$ cat config.mk
export PLATFORM = sky130hd
export DESIGN_NAME = meas_result_multiread_bank
export DESIGN_NICKNAME = d
export VERILOG_FILES = /design/src/pkg/meas_bank_pkg.sv /design/src/rtl/meas_result_multiread_bank.sv
export VERILOG_INCLUDE_DIRS = /design/src /design/src/pkg
export SDC_FILE = /design/constraint.sdc
export NUM_CORES = 1
export LEC_CHECK = 0
export BUFFER_PORTS_ARGS = -buffer_cell sky130_fd_sc_hd__buf_4
export CORE_MARGIN = 2
export CORE_UTILIZATION = 35
export CTS_BUF_LIST = sky130_fd_sc_hd__clkbuf_8 sky130_fd_sc_hd__clkbuf_16
export DETAILED_ROUTE_END_ITERATION = 12
export GPL_ROUTABILITY_DRIVEN = 1
export PLACE_DENSITY = 0.62
export SYNTH_ARGS = -nofsm -noshare
export SYNTH_HDL_FRONTEND = slang
export SYNTH_SLANG_ARGS = --single-unit
$ cat constraint.sdc
create_clock -name core_clk -period 3.4 [get_ports core_clk]
set_clock_uncertainty 0.1 [all_clocks]
set_input_delay 0.17 -clock core_clk [delete_from_list [all_inputs] [get_ports core_clk]]
set_output_delay 0.17 -clock core_clk [all_outputs]
set_load 0.02 [all_outputs]
$ cat src/pkg/meas_bank_cfg.svh
`ifndef MEAS_BANK_CFG_SVH
`define MEAS_BANK_CFG_SVH

// register offsets (word addresses on the register port)
`define OFS_CELL_FIRST   6'h19
`define OFS_CELL_LAST    6'h24
`define OFS_SEC_HIGH     6'h25
`define OFS_SEC_LOW      6'h26
`define OFS_STRESS       6'h27
`define OFS_BLOCK        6'h28
`define OFS_EXT_FIRST    6'h29
`define OFS_EXT3         6'h2c
`define OFS_EXT4         6'h2d
`define OFS_RDIAG        6'h2f
`define OFS_DIE          6'h30
`define OFS_TRIGGER      6'h31
`define OFS_SELECTION    6'h32
`define OFS_OVERCURRENT  6'h33
`define OFS_UNDERCURRENT 6'h34

// result register fields
`define RES_LSB          0
`define RES_MSB          9
`define SRC_LSB          10
`define SRC_MSB          11
`define SINK_BIT         12
`define VALID_BIT        13
`define FAULT_BIT        14

// selection register fields
`define SEL_CELL_LSB     0
`define SEL_CELL_MSB     3
`define SEL_BLOCK_BIT    4
`define SEL_EXT_LSB      5
`define SEL_EXT_MSB      7
`define SEL_RDIAG_BIT    8
`define SEL_DIE_BIT      9
`define SEL_SEC_BIT      10
`define SEL_STRESS_BIT   11
`define SEL_WIDTH        12

// counts and reset values
`define CELL_COUNT       12
`define CELL_CODE_MAX    4'hc
`define EXT_CODE_MAX     3'h5
`define RESET_WORD       16'h0000

`endif

$ cat src/pkg/meas_bank_pkg.sv
`default_nettype none
package meas_bank_pkg;

  // burst read sequencer
  typedef enum logic {
    burst_idle,
    burst_run
  } burst_state_t;

  typedef logic [5:0]  reg_addr_t;
  typedef logic [15:0] reg_word_t;

endpackage
`default_nettype wire

$ cat src/rtl/meas_result_multiread_bank.sv
`timescale 1ns/10ps
`default_nettype none
`include "meas_bank_cfg.svh"

// Functional notes
// - external sensor results keep the converter value in bits 9:0.
// - bits 11:10 report which of four sensor sources was active.
// - bit 12 set when the mux-test sink switch was active.
// - valid bit sets on a new result, clears when the register is read.
// - sink fault clears on write, or on general diagnostics fault clear.
// - diag resistor result: value, source number, and source 0/1 bit.
// - die thermal register: value in bits 9:0, valid self-clears on read.
// - reading the trigger register starts a burst of the selected results.
// - cell code 0 none, n=1..12 cells 11 down to 12-n, above none.
// - block voltage select one includes the block voltage result.
// - external code n=1..5 includes sensors 0 to n-1, zero none.
// - diag resistor select bit set includes the diag resistor result.
// - die thermal select one includes the die thermal result.
// - secondary select one includes highest and lowest secondary results.
// - stress select one includes the primary stress correction value.
// - cell overcurrent sets its flag and stops balancing that cell.
// - cell undercurrent sets its flag and stops balancing that cell.
// - balance flags clear on write or on general diagnostics bit clear.
module meas_result_multiread_bank (
  input  wire logic        core_clk,       // device clock, 50 MHz
  input  wire logic        sys_rst,        // synchronous reset, active high
  input  wire logic        reg_rd,         // register read pulse
  input  wire logic        reg_wr,         // register write pulse
  input  wire logic        reg_bcast,      // write came as broadcast
  input  wire logic [5:0]  reg_addr,       // register address
  input  wire logic [15:0] reg_wdata,      // write data
  output logic      [15:0] reg_rdata,      // read data, registered
  output logic             reg_rvalid,     // read answer pulse
  input  wire logic        ext3_upd,       // new sensor 3 result
  input  wire logic [12:0] ext3_data,      // sink, source, value
  input  wire logic        ext3_fault,     // sensor 3 sink fault event
  input  wire logic        ext4_upd,       // new sensor 4 result
  input  wire logic [12:0] ext4_data,      // sink, source, value
  input  wire logic        ext4_fault,     // sensor 4 sink fault event
  input  wire logic        rdiag_upd,      // new diag resistor result
  input  wire logic [12:0] rdiag_data,     // source bit, source, value
  input  wire logic        die_upd,        // new die thermal result
  input  wire logic [9:0]  die_data,       // die thermal value
  input  wire logic [11:0] oc_det,         // overcurrent event per cell
  input  wire logic [11:0] uc_det,         // undercurrent event per cell
  input  wire logic        ext_fault_clr,  // zero written to sensor fault bit
  input  wire logic        oc_diag_clr,    // zero written to overcurrent bit
  input  wire logic        uc_diag_clr,    // zero written to undercurrent bit
  output logic      [11:0] bal_inhibit,    // balancing stopped per cell
  output logic             burst_busy,     // burst in progress
  output logic             burst_req,      // burst word pulse
  output logic      [5:0]  burst_addr,     // address of burst word
  output logic      [15:0] burst_data,     // burst word data
  output logic             burst_last,     // end of walk pulse
  input  wire logic [15:0] ext_rdata       // outer data at the cursor address
);

  // ==========================================================
  // burst selection decode
  // ==========================================================

  // true when address a belongs to the burst chosen by cfg
  function automatic logic burst_incl(input logic [5:0] a,
                                      input logic [11:0] cfg);
    logic [3:0] nc;
    logic [2:0] ne;
    logic [5:0] rel;
    begin
      nc = cfg[`SEL_CELL_MSB:`SEL_CELL_LSB];
      ne = cfg[`SEL_EXT_MSB:`SEL_EXT_LSB];
      burst_incl = 1'b0;
      if (a >= `OFS_CELL_FIRST && a <= `OFS_CELL_LAST) begin
        rel = a - `OFS_CELL_FIRST;
        // codes above twelve select no cells
        if (nc != 4'h0 && nc <= `CELL_CODE_MAX) begin
          burst_incl = ({2'b00, rel} >= (6'd12 - {2'b00, nc}));
        end
      end else if (a == `OFS_SEC_HIGH || a == `OFS_SEC_LOW) begin
        burst_incl = cfg[`SEL_SEC_BIT];
      end else if (a == `OFS_STRESS) begin
        burst_incl = cfg[`SEL_STRESS_BIT];
      end else if (a == `OFS_BLOCK) begin
        burst_incl = cfg[`SEL_BLOCK_BIT];
      end else if (a >= `OFS_EXT_FIRST && a <= `OFS_EXT4) begin
        rel = a - `OFS_EXT_FIRST;
        // codes six and seven are undefined, treated as none
        if (ne <= `EXT_CODE_MAX) begin
          burst_incl = (rel[2:0] < ne);
        end
      end else if (a == `OFS_RDIAG) begin
        burst_incl = cfg[`SEL_RDIAG_BIT];
      end else if (a == `OFS_DIE) begin
        burst_incl = cfg[`SEL_DIE_BIT];
      end
    end
  endfunction

  // ==========================================================
  // state
  // ==========================================================

  logic [12:0] ext3_q;
  logic [12:0] ext4_q;
  logic        ext3_valid_q;
  logic        ext4_valid_q;
  logic        ext3_fault_q;
  logic        ext4_fault_q;
  logic [12:0] rdiag_q;
  logic        rdiag_valid_q;
  logic [9:0]  die_q;
  logic        die_valid_q;
  logic [11:0] sel_q;
  logic [11:0] oc_q;
  logic [11:0] uc_q;
  meas_bank_pkg::burst_state_t state_q;
  logic [5:0]  cur_q;
  logic        emit;
  logic        start;

  // read strobe for one address: host read or burst return
  function automatic logic hit(input logic [5:0] a, input logic rd,
                               input logic [5:0] ra, input logic em,
                               input logic [5:0] ca);
    begin
      hit = (rd && ra == a) || (em && ca == a);
    end
  endfunction

  function automatic logic wr_hit(input logic w, input logic [5:0] ra,
                                  input logic [5:0] a);
    begin
      wr_hit = w && ra == a;
    end
  endfunction

  // ==========================================================
  // burst sequencer
  // ==========================================================

  // one address per cycle; the walk always covers the whole window
  assign start = reg_rd && reg_addr == `OFS_TRIGGER &&
                 state_q == meas_bank_pkg::burst_idle;
  assign emit  = state_q == meas_bank_pkg::burst_run &&
                 burst_incl(cur_q, sel_q);
  assign burst_busy = state_q == meas_bank_pkg::burst_run;

  always_ff @(posedge core_clk) begin
    if (sys_rst) begin
      state_q <= meas_bank_pkg::burst_idle;
      cur_q   <= `OFS_CELL_FIRST;
    end else begin
      case (state_q)
        meas_bank_pkg::burst_idle: begin
          cur_q <= `OFS_CELL_FIRST;
          if (start) begin
            state_q <= meas_bank_pkg::burst_run;
          end
        end
        meas_bank_pkg::burst_run: begin
          cur_q <= cur_q + 6'h01;
          if (cur_q == `OFS_DIE) begin
            state_q <= meas_bank_pkg::burst_idle;
          end
        end
        default: state_q <= meas_bank_pkg::burst_idle;
      endcase
    end
  end

  // ==========================================================
  // external sensor results 3 and 4
  // ==========================================================

  // value, source and sink state are stored as one word
  always_ff @(posedge core_clk) begin
    if (sys_rst) begin
      ext3_q <= 13'h0000;
      ext4_q <= 13'h0000;
    end else begin
      if (ext3_upd) begin
        ext3_q <= ext3_data;
      end
      if (ext4_upd) begin
        ext4_q <= ext4_data;
      end
    end
  end

  // valid: new result wins over a read in the same cycle
  always_ff @(posedge core_clk) begin
    if (sys_rst) begin
      ext3_valid_q <= 1'b0;
      ext4_valid_q <= 1'b0;
    end else begin
      if (ext3_upd) begin
        ext3_valid_q <= 1'b1;
      end else if (hit(`OFS_EXT3, reg_rd, reg_addr, emit, cur_q)) begin
        ext3_valid_q <= 1'b0;
      end
      if (ext4_upd) begin
        ext4_valid_q <= 1'b1;
      end else if (hit(`OFS_EXT4, reg_rd, reg_addr, emit, cur_q)) begin
        ext4_valid_q <= 1'b0;
      end
    end
  end

  // sink fault: set wins over write clear and diagnostics clear
  always_ff @(posedge core_clk) begin
    if (sys_rst) begin
      ext3_fault_q <= 1'b0;
      ext4_fault_q <= 1'b0;
    end else begin
      if (ext3_fault) begin
        ext3_fault_q <= 1'b1;
      end else if (wr_hit(reg_wr, reg_addr, `OFS_EXT3) || ext_fault_clr) begin
        ext3_fault_q <= 1'b0;
      end
      if (ext4_fault) begin
        ext4_fault_q <= 1'b1;
      end else if (wr_hit(reg_wr, reg_addr, `OFS_EXT4) || ext_fault_clr) begin
        ext4_fault_q <= 1'b0;
      end
    end
  end

  // ==========================================================
  // diag resistor and die thermal results
  // ==========================================================

  always_ff @(posedge core_clk) begin
    if (sys_rst) begin
      rdiag_q <= 13'h0000;
      die_q   <= 10'h000;
    end else begin
      if (rdiag_upd) begin
        rdiag_q <= rdiag_data;
      end
      if (die_upd) begin
        die_q <= die_data;
      end
    end
  end

  always_ff @(posedge core_clk) begin
    if (sys_rst) begin
      rdiag_valid_q <= 1'b0;
      die_valid_q   <= 1'b0;
    end else begin
      if (rdiag_upd) begin
        rdiag_valid_q <= 1'b1;
      end else if (hit(`OFS_RDIAG, reg_rd, reg_addr, emit, cur_q)) begin
        rdiag_valid_q <= 1'b0;
      end
      if (die_upd) begin
        die_valid_q <= 1'b1;
      end else if (hit(`OFS_DIE, reg_rd, reg_addr, emit, cur_q)) begin
        die_valid_q <= 1'b0;
      end
    end
  end

  // ==========================================================
  // selection register
  // ==========================================================

  // addressed writes are dropped so all nodes share one selection
  always_ff @(posedge core_clk) begin
    if (sys_rst) begin
      sel_q <= 12'h000;
    end else if (wr_hit(reg_wr, reg_addr, `OFS_SELECTION) && reg_bcast) begin
      sel_q <= reg_wdata[`SEL_WIDTH-1:0];
    end
  end

  // ==========================================================
  // balancing diagnostics
  // ==========================================================

  // any write clears the whole register; a new event still wins
  always_ff @(posedge core_clk) begin
    if (sys_rst) begin
      oc_q <= 12'h000;
    end else if (wr_hit(reg_wr, reg_addr, `OFS_OVERCURRENT) || oc_diag_clr) begin
      oc_q <= oc_det;
    end else begin
      oc_q <= oc_q | oc_det;
    end
  end

  always_ff @(posedge core_clk) begin
    if (sys_rst) begin
      uc_q <= 12'h000;
    end else if (wr_hit(reg_wr, reg_addr, `OFS_UNDERCURRENT) || uc_diag_clr) begin
      uc_q <= uc_det;
    end else begin
      uc_q <= uc_q | uc_det;
    end
  end

  // balancing stays off for a flagged cell until its flag clears
  assign bal_inhibit = oc_q | uc_q;

  // ==========================================================
  // read data
  // ==========================================================

  // view of one address as software sees it
  function automatic logic [15:0] view(input logic [5:0] a,
                                       input logic [15:0] ext_w);
    begin
      case (a)
        `OFS_EXT3: view = {1'b0, ext3_fault_q, ext3_valid_q, ext3_q};
        `OFS_EXT4: view = {1'b0, ext4_fault_q, ext4_valid_q, ext4_q};
        `OFS_RDIAG: view = {2'b00, rdiag_valid_q, rdiag_q};
        `OFS_DIE: view = {2'b00, die_valid_q, 3'b000, die_q};
        `OFS_SELECTION: view = {4'h0, sel_q};
        `OFS_OVERCURRENT: view = {4'h0, oc_q};
        `OFS_UNDERCURRENT: view = {4'h0, uc_q};
        // trigger register reads zero; other addresses return ext_w, which is zero on host reads
        `OFS_TRIGGER: view = `RESET_WORD;
        default: view = ext_w;
      endcase
    end
  endfunction

  // host read answer one cycle after the strobe
  always_ff @(posedge core_clk) begin
    if (sys_rst) begin
      reg_rdata  <= `RESET_WORD;
      reg_rvalid <= 1'b0;
    end else begin
      reg_rvalid <= reg_rd;
      if (reg_rd) begin
        reg_rdata <= view(reg_addr, `RESET_WORD);
      end
    end
  end

  // burst words; addresses outside the bank take the outer data
  always_ff @(posedge core_clk) begin
    if (sys_rst) begin
      burst_req  <= 1'b0;
      burst_addr <= 6'h00;
      burst_data <= `RESET_WORD;
      burst_last <= 1'b0;
    end else begin
      burst_req  <= emit;
      burst_last <= state_q == meas_bank_pkg::burst_run && cur_q == `OFS_DIE;
      if (emit) begin
        burst_addr <= cur_q;
        burst_data <= view(cur_q, ext_rdata);
      end
    end
  end

endmodule
`default_nettype wire

==> out/metrics.csv, run 1 <==
stage,metric,value,unit
status,status,"complete, no violations",
die,fp.coreArea,19400,um2
clock_tree,cts_hold_buffers,103,
clock_tree,number_of_setup_buffers_added_after_cts,0,
sta,setup_total_negative_slack,0,ns
routing,drc_markers,0,
clock_tree,cts_tree,built,
routing,routed_via_density,5.328,
setup_path,crit_path_end_kind,flop,
routing,drt_iter0_drc,704,
setup_path,crit_fanout,23,
yosys,synth_simple_gate_area_share,20.78,%
sta,slew-limit-headroom,40.24,%
pwr,power.static_leakage,0.004360,uW
placed_design,place.gp.congestion,0.9157,
yosys,synth.ff_latch_count,138,
clock_tree,max-clock-path-buffers,2,
yosys,synth_cell_types,64,
worst_hold_path,min_delay_worst_endpoint,uc_q[10],
grt,first_global_vias,6936,
yosys,xor_xnor_portion_of_the_synthesized_cell_area,1.273,%
yosys,async_reset_ff_share,0,%
clock_tree,cts.root.buffer_cell,clkbuf_16,
pwr,vdd.ir_drop.worst,0.0003527,V
die,fp.dieH,144.2,um
grt,grt_max_degree,65,
yosys,synth_largest_area_cell,dfxtp_1,
yosys,yosysSeqAreaShare,40.15,%
routing,detailroute.via_count,7102,
clock_tree,cts.htree.levels,4,
cells_and_area,antenna_cells,0,
die,die-area,20800,um2
grt,total_grt_overflow,0,
placed_design,dp.final_hpwl,17540,um
cells_and_area,ratio_of_cells_with_drive_above_1_in_the_final_layout,23.78,%
setup_path,timing.critical_path.from_type,flop,
grt,grt.total_usage,24.27,%
sta,setup_viol_count_final,0,
setup_path,required,3.64,ns
yosys,combinational_family_with_the_most_area_after_synthesis,simple AND/OR/NAND/NOR gates,
clock_tree,clkTransAtPathRegs,0.07,ns
yosys,yosys_warnings,0,
placed_design,number_of_buffers_added_on_ports,173,
run,cap_violations,0,
worst_hold_path,hold_class,in -> reg,
yosys,synth.mux.area_fraction,10.04,%
routing,wirelength,24920,um
die,die_width,144.2,um
yosys,synth-compound-area-share,19.60,%
setup_path,critPathArrivalTime,3.31,ns
clock_tree,post_cts_resized,0,
yosys,yosysTopAreaCellShare,40.15,%
yosys,syn_inst,805,
grt,global_route_wire_length_before_repair,38210,um
routing,routedWlPerCell,18.70,um
die,floorplan.io_pins,179,
sta,min_period,3.068,ns
setup_path,path_class,reg -> reg,
clock_tree,cts_buffers,17,
clock_tree,worstSkewPairLatency,0.44,ns
yosys,combined_area_of_all_synthesized_cells,6882,um2
yosys,number_of_enable_flip_flop_cells_after_synthesis,0,
sta,hold-worst-slack,0.02477,ns
cells_and_area,fin_nets,1194,
worst_hold_path,min_path_cells,4,
sta,timing_max_transition_violations_final,0,
clock_tree,cts.sink_count,138,
die,site_row_count,51,
placed_design,placed_cell_area,8401,um2
yosys,post_synth_main_area_contributors,"dfxtp_1 40%, mux2i_1 10%, nor2_1 5.6%",
cells_and_area,finish.cell_count_without_fillers,1333,
cells_and_area,final_area,9991,um2
sta,period_share,90.24,%
setup_path,r2r_end,burst_data[15],
die,start_util,35.47,%
grt,initial_antenna_violation_count,0,
sta,measured_slew_at_the_worst_slew_check_pin,0.8953,ns
yosys,synth-main-ff-cell,dfxtp_1,
setup_path,rr_startpoint,cur_q[1],
worst_hold_path,worstHoldStart,uc_diag_clr,
setup_path,setup.reg_to_reg.worst_slack,0.33,ns
cells_and_area,syn2layout_area_growth,45.18,%
setup_path,reg2reg_depth,12,
sta,fmax,325.9,MHz
pwr,p_total,4014,uW
yosys,avgSynthCellArea,8.549,um2
sta,grt_setup_unrepaired,no,
sta,report.final.hold_viol_count,0,
routing,drt.antenna.violating_nets,0,
yosys,synthesis.nets,944,
yosys,yosys.area_share.adder,2.545,%
pwr,power.density_cell_area,401.7,nW/um2
placed_design,place_inst,1198,
routing,drt_pass1_iterations,5,
synthesized netlist by cell type (all sizes together), types with 2 or more instances:
| cell | instances |
|---|---|
| a211oi | 8 |
| a21boi | 4 |
| a21o | 2 |
| a21oi | 55 |
| a221oi | 11 |
| a222oi | 21 |
| a22oi | 14 |
| a311oi | 2 |
| a31o | 7 |
| a31oi | 2 |
| a32oi | 5 |
| and2 | 8 |
| and3 | 5 |
| and4b | 3 |
| buf | 26 |
| clkbuf | 43 |
| dfxtp | 138 |
| ha | 14 |
| inv | 20 |
| mux2i | 69 |
| nand2 | 81 |
| nand2b | 3 |
| nand3 | 29 |
| nand3b | 4 |
| nand4 | 13 |
| nand4b | 2 |
| nor2 | 105 |
| nor2b | 6 |
| nor3 | 5 |
| nor3b | 3 |
| o2111ai | 2 |
| o211a | 7 |
| o21ai | 22 |
| o21bai | 2 |
| o221a | 2 |
| o22ai | 2 |
| o31ai | 12 |
| or2 | 12 |
| or4b | 11 |
| xnor2 | 6 |
| xor2 | 4 |
routing by layer:
metal | global-route usage [%] | up-vias | wire (um)
met5 | 0 | - | 0
li1 | - | 3422 | -
met2 | 38.95 | 277 | 11380
met1 | 31.09 | 3357 | 11150
met4 | 11.34 | 0 | 869
met3 | 5.430 | 46 | 1524
cell type report:
class	instances	area, um2
clock buffer	19	452.9
clock inverter	13	106.4
fill	1860	9408
inverter	21	78.83
multi-input combinational	577	3736
sequential	138	2763
tap	265	331.6
timing repair buffer	300	2522
registers in the layout, summed over array words and instances (netlist names), 10 cells and up:
signal      count
ext4_q         13
burst_data     16
sel_q          12
die_q          10
reg_rdata      15
oc_q           12
ext3_q         13
uc_q           12
rdiag_q        13
how the worst max path moves through the flow:
stage	from	end	cells after the start
floorplan	cur_q[0]	burst_data[15]	12
global placement	cur_q[1]	burst_data[15]	12
detailed placement	cur_q[1]	burst_data[15]	12
CTS	cur_q[1]	burst_data[15]	12
global route	cur_q[1]	burst_data[15]	11
finish	cur_q[1]	burst_data[15]	12
through the flow:
stage               utilization, %  worst slack, ns
floorplan                        -           0.5827
global placement             43.31           0.4016
detailed placement           43.31           0.3526
CTS                          51.50           0.3196
global route                 51.50          0.07946
finish                       51.50           0.3317
kinds of logic after synthesis:
| family | Yosys count |
|---|---|
| AOI/OAI and AO/OA | 188 |
| muxes | 69 |
| and+or+nand+nor | 295 |
| buffers and inverters | 90 |
| DFF | 138 |
| adders and majority gates | 14 |
| xor gates and xnor gates | 10 |
| other | 1 |
where the power goes:
| part | internal [uW] | switching, uW | total, uW |
|---|---|---|---|
| registers | 1690 | 67.6 | 1750 |
| clock network | 985 | 766 | 1750 |
| logic | 282 | 227 | 509 |
layout by cell type, fill, tap and decap left out, drive strengths merged, types with 6 or more instances in the layout:
master	instances
a211oi	8
a21oi	55
a221oi	11
a222oi	21
a22oi	14
a31o	7
and2	8
buf	197
clkbuf	19
clkinv	7
dfxtp	138
dlygate4sd3	103
ha	14
inv	25
mux2i	69
nand2	81
nand3	29
nand4	13
nor2	105
nor2b	6
o211a	7
o21ai	22
o31ai	12
or2	12
or4b	11
xnor2	6
critical path: stages, from the launching register on:
cell and delay, ns:
dfxtp_1 0.43, inv_1 0.12, ha_1 0.23, inv_1 0.06
o21ai_0 0.08, xnor2_1 0.16, ha_1 0.31, and3_1 0.14
a221oi_1 0.08, o22ai_2 0.62, nor2_2 0.10, buf_12 0.19
o41ai_1 0.33
No activity file was read; power rests on OpenSTA's default activity.
==> inputs of run 2 (changes only) <==
- CORE_ASPECT_RATIO: unset -> 2
- CTS_CLUSTER_DIAMETER: unset -> 100
- SLEW_MARGIN: unset -> 25
==> out/metrics.csv, run 2 (synthesis results as in run 1) <==
stage,metric,value,unit,change
status,status,"complete, no violations",,unchanged
grt,total_grt_overflow,0,,unchanged
setup_path,required,3.66,ns,was 3.64 ns
placed_design,preCtsSetupSlack,0.3341,ns,was 0.3526 ns
routing,drc_markers,0,,unchanged
clock_tree,worstSkewPairLatency,0.43,ns,was 0.44 ns
grt,initial_antenna_violation_count,1,,was 0
sta,grt_setup_unrepaired,no,,unchanged
setup_path,path_class,reg -> reg,,unchanged
die,die_width,103.2,um,was 144.2 um
placed_design,dp.final_hpwl,19340,um,was 17540 um
pwr,power.static_leakage,0.004411,uW,was 0.004360 uW
setup_path,slowest_stage,dfxtp_1,,was o22ai_2
grt,met3_usage,3.769,%,was 5.430%
sta,report.final.hold_viol_count,0,,unchanged
sta,fmax,324.3,MHz,was 325.9 MHz
clock_tree,post_cts_resized,0,,unchanged
placed_design,place.gp.congestion,0.9467,,was 0.9157
die,site_row_count,72,,was 51
clock_tree,cts_tree,built,,unchanged
setup_path,crit_path_cell_trace,"buf_4, xor2_1, ha_1, a21oi_1, o21ai_0, a221oi_1, o22ai_2, nor2_2, buf_4, mux2i_1",,"was inv_1, ha_1, inv_1, o21ai_0, xnor2_1, ha_1, and3_1, a221oi_1, o22ai_2, nor2_2, buf_12, o41ai_1"
pwr,power.density_cell_area,421.8,nW/um2,was 401.7 nW/um2
clock_tree,cts.sink_count,138,,unchanged
clock_tree,cts.htree.levels,4,,unchanged
setup_path,crit_path_end_kind,flop,,unchanged
clock_tree,clkTransAtPathRegs,0.06,ns,was 0.07 ns
die,start_util,35.70,%,was 35.47%
setup_path,critical-path-top-delay-family,compound AO/OA/AOI/OAI gates,,unchanged
routing,routed_via_density,5.475,,was 5.328
setup_path,critPathArrivalTime,3.34,ns,was 3.31 ns
setup_path,cpMostUsedCell,buf_4,,
sta,slew-limit-headroom,35.01,%,was 40.24%
setup_path,critPathMaxStageDelay,0.59,ns,was 0.62 ns
clock_tree,cts.root.buffer_cell,clkbuf_16,,unchanged
pwr,vdd.ir_drop.worst,0.0003168,V,was 0.0003527 V
die,fp.coreArea,19280,um2,was 19400 um2
setup_path,setup.reg_to_reg.worst_slack,0.32,ns,was 0.33 ns
cells_and_area,largestRegisters,"burst_data (16), reg_rdata (15)",,unchanged
cells_and_area,ratio_of_cells_with_drive_above_1_in_the_final_layout,24.09,%,was 23.78%
cells_and_area,largest_register_ff_count,16,,unchanged
run,cap_violations,0,,unchanged
worst_hold_path,hold_class,in -> reg,,unchanged
clock_tree,cts_buffers,17,,unchanged
sta,measured_slew_at_the_worst_slew_check_pin,0.9748,ns,was 0.8953 ns
cells_and_area,most_frequent_standard_cell_in_the_layout_excluding_fill_and_tap_cells,buf_4,,unchanged
routing,detailroute.via_count,7287,,was 7102
setup_path,crit_fanout,17,,was 23
sta,timing_max_transition_violations_final,0,,unchanged
sta,final.setup.worst_slack,0.3167,ns,was 0.3317 ns
cells_and_area,fin_nets,1197,,was 1194
sta,period_share,90.68,%,was 90.24%
sta,setup_total_negative_slack,0,ns,unchanged
grt,global_route_wire_length_before_repair,39880,um,was 38210 um
grt,first_global_vias,7196,,was 6936
routing,drt_iter0_drc,633,,was 704
die,fp.dieH,202.3,um,was 144.2 um
grt,gr-usage-met2,43.60,%,was 38.95%
cells_and_area,syn2layout_area_growth,46.16,%,was 45.18%
setup_path,timing.critical_path.from_type,flop,,unchanged
placed_design,number_of_buffers_added_on_ports,173,,unchanged
routing,drt.antenna.violating_nets,0,,unchanged
grt,grt_max_degree,95,,was 65
clock_tree,max-clock-path-buffers,2,,unchanged
cells_and_area,mostFrequentLayoutCells,"203 x buf_4, 138 x dfxtp_1, 103 x nor2_1, 100 x dlygate4sd3_1, 81 x nand2_1",,"was 196 x buf_4, 138 x dfxtp_1, 103 x nor2_1, 103 x dlygate4sd3_1, 81 x nand2_1"
grt,grt_busiest_layer,met2,,unchanged
routing,drt_pass1_iterations,9,,was 5
setup_path,worst-path-buf-inv,2,,was 3
routing,routedWlPerCell,19.97,um,was 18.70 um
sta,min_period,3.083,ns,was 3.068 ns
grt,grt.total_usage,25.75,%,was 24.27%
die,floorplan.io_pins,179,,unchanged
die,die-area,20870,um2,was 20800 um2
sta,setup_viol_count_final,0,,unchanged
routing,wirelength,26580,um,was 24920 um
clock_tree,number_of_setup_buffers_added_after_cts,0,,unchanged
grt,met1_usage,27.06,%,was 31.09%
cells_and_area,largest_register,burst_data,,unchanged
## run 2: changes by cell type in the layout (fill, tap and decap cells not counted), sizes merged
cell and change:
dlygate4sd3 -3, buf +6, bufinv +4, clkinvlp -1, inv -3, diode +1
## run 2: final timing paths
path | startpoint | endpoint | depth (start not counted)
max | cur_q[2] | burst_addr[1] | 10
min | sys_rst | burst_busy | 2
max reg2reg | cur_q[2] | burst_addr[1] | 10
min reg2reg | burst_addr[4] | burst_addr[4] | 2
## run 2: layout make-up
cell class              instances  area (um2)
repair buffers                303        2525
flip-flops and latches        138        2763
clock buffers                  19       452.9
well taps                     259       324.1
diodes                          1       2.502
fillers                      1817        9220
clock inverters                13       176.4
inverters                      21       78.83
multi-input cells             577        3736
## run 2: report_power, final
part,total (uW),internal (uW),switching [uW]
Clock,1980,1260,716
Sequential,1760,1690,70.8
Combinational,510,280,230
Total,4240,3230,1020
## run 2: repair_timing
| item | 4_1_cts | 5_1_grt |
|---|---|---|
| hold buffers | 100 | 0 |
| endpoints found under the hold margin | 98 | 0 |
| setup endpoints to repair | 0 | 0 |
## run 2: through the flow
step	instance area, um2	util [%]	hold slack, ns	total power (uW)	cells
after floorplan	6882	-	0.1874	1976	805
after global placement	8426	43.70	0.2748	2197	1198
after detailed placement	8426	43.70	0.2802	2202	1198
after CTS	10060	52.16	0.01615	4263	1330
after global routing	10060	52.17	0.03356	4386	1331
final	10060	52.17	0.02813	4243	1331
## run 2: per-layer routing
layer	up-vias	routed length, um	share of wire (%)
met5	-	0	0
met4	0	2357	8.9
met3	106	1354	5.1
met2	340	13800	52
met1	3418	9068	34
li1	3423	-	-
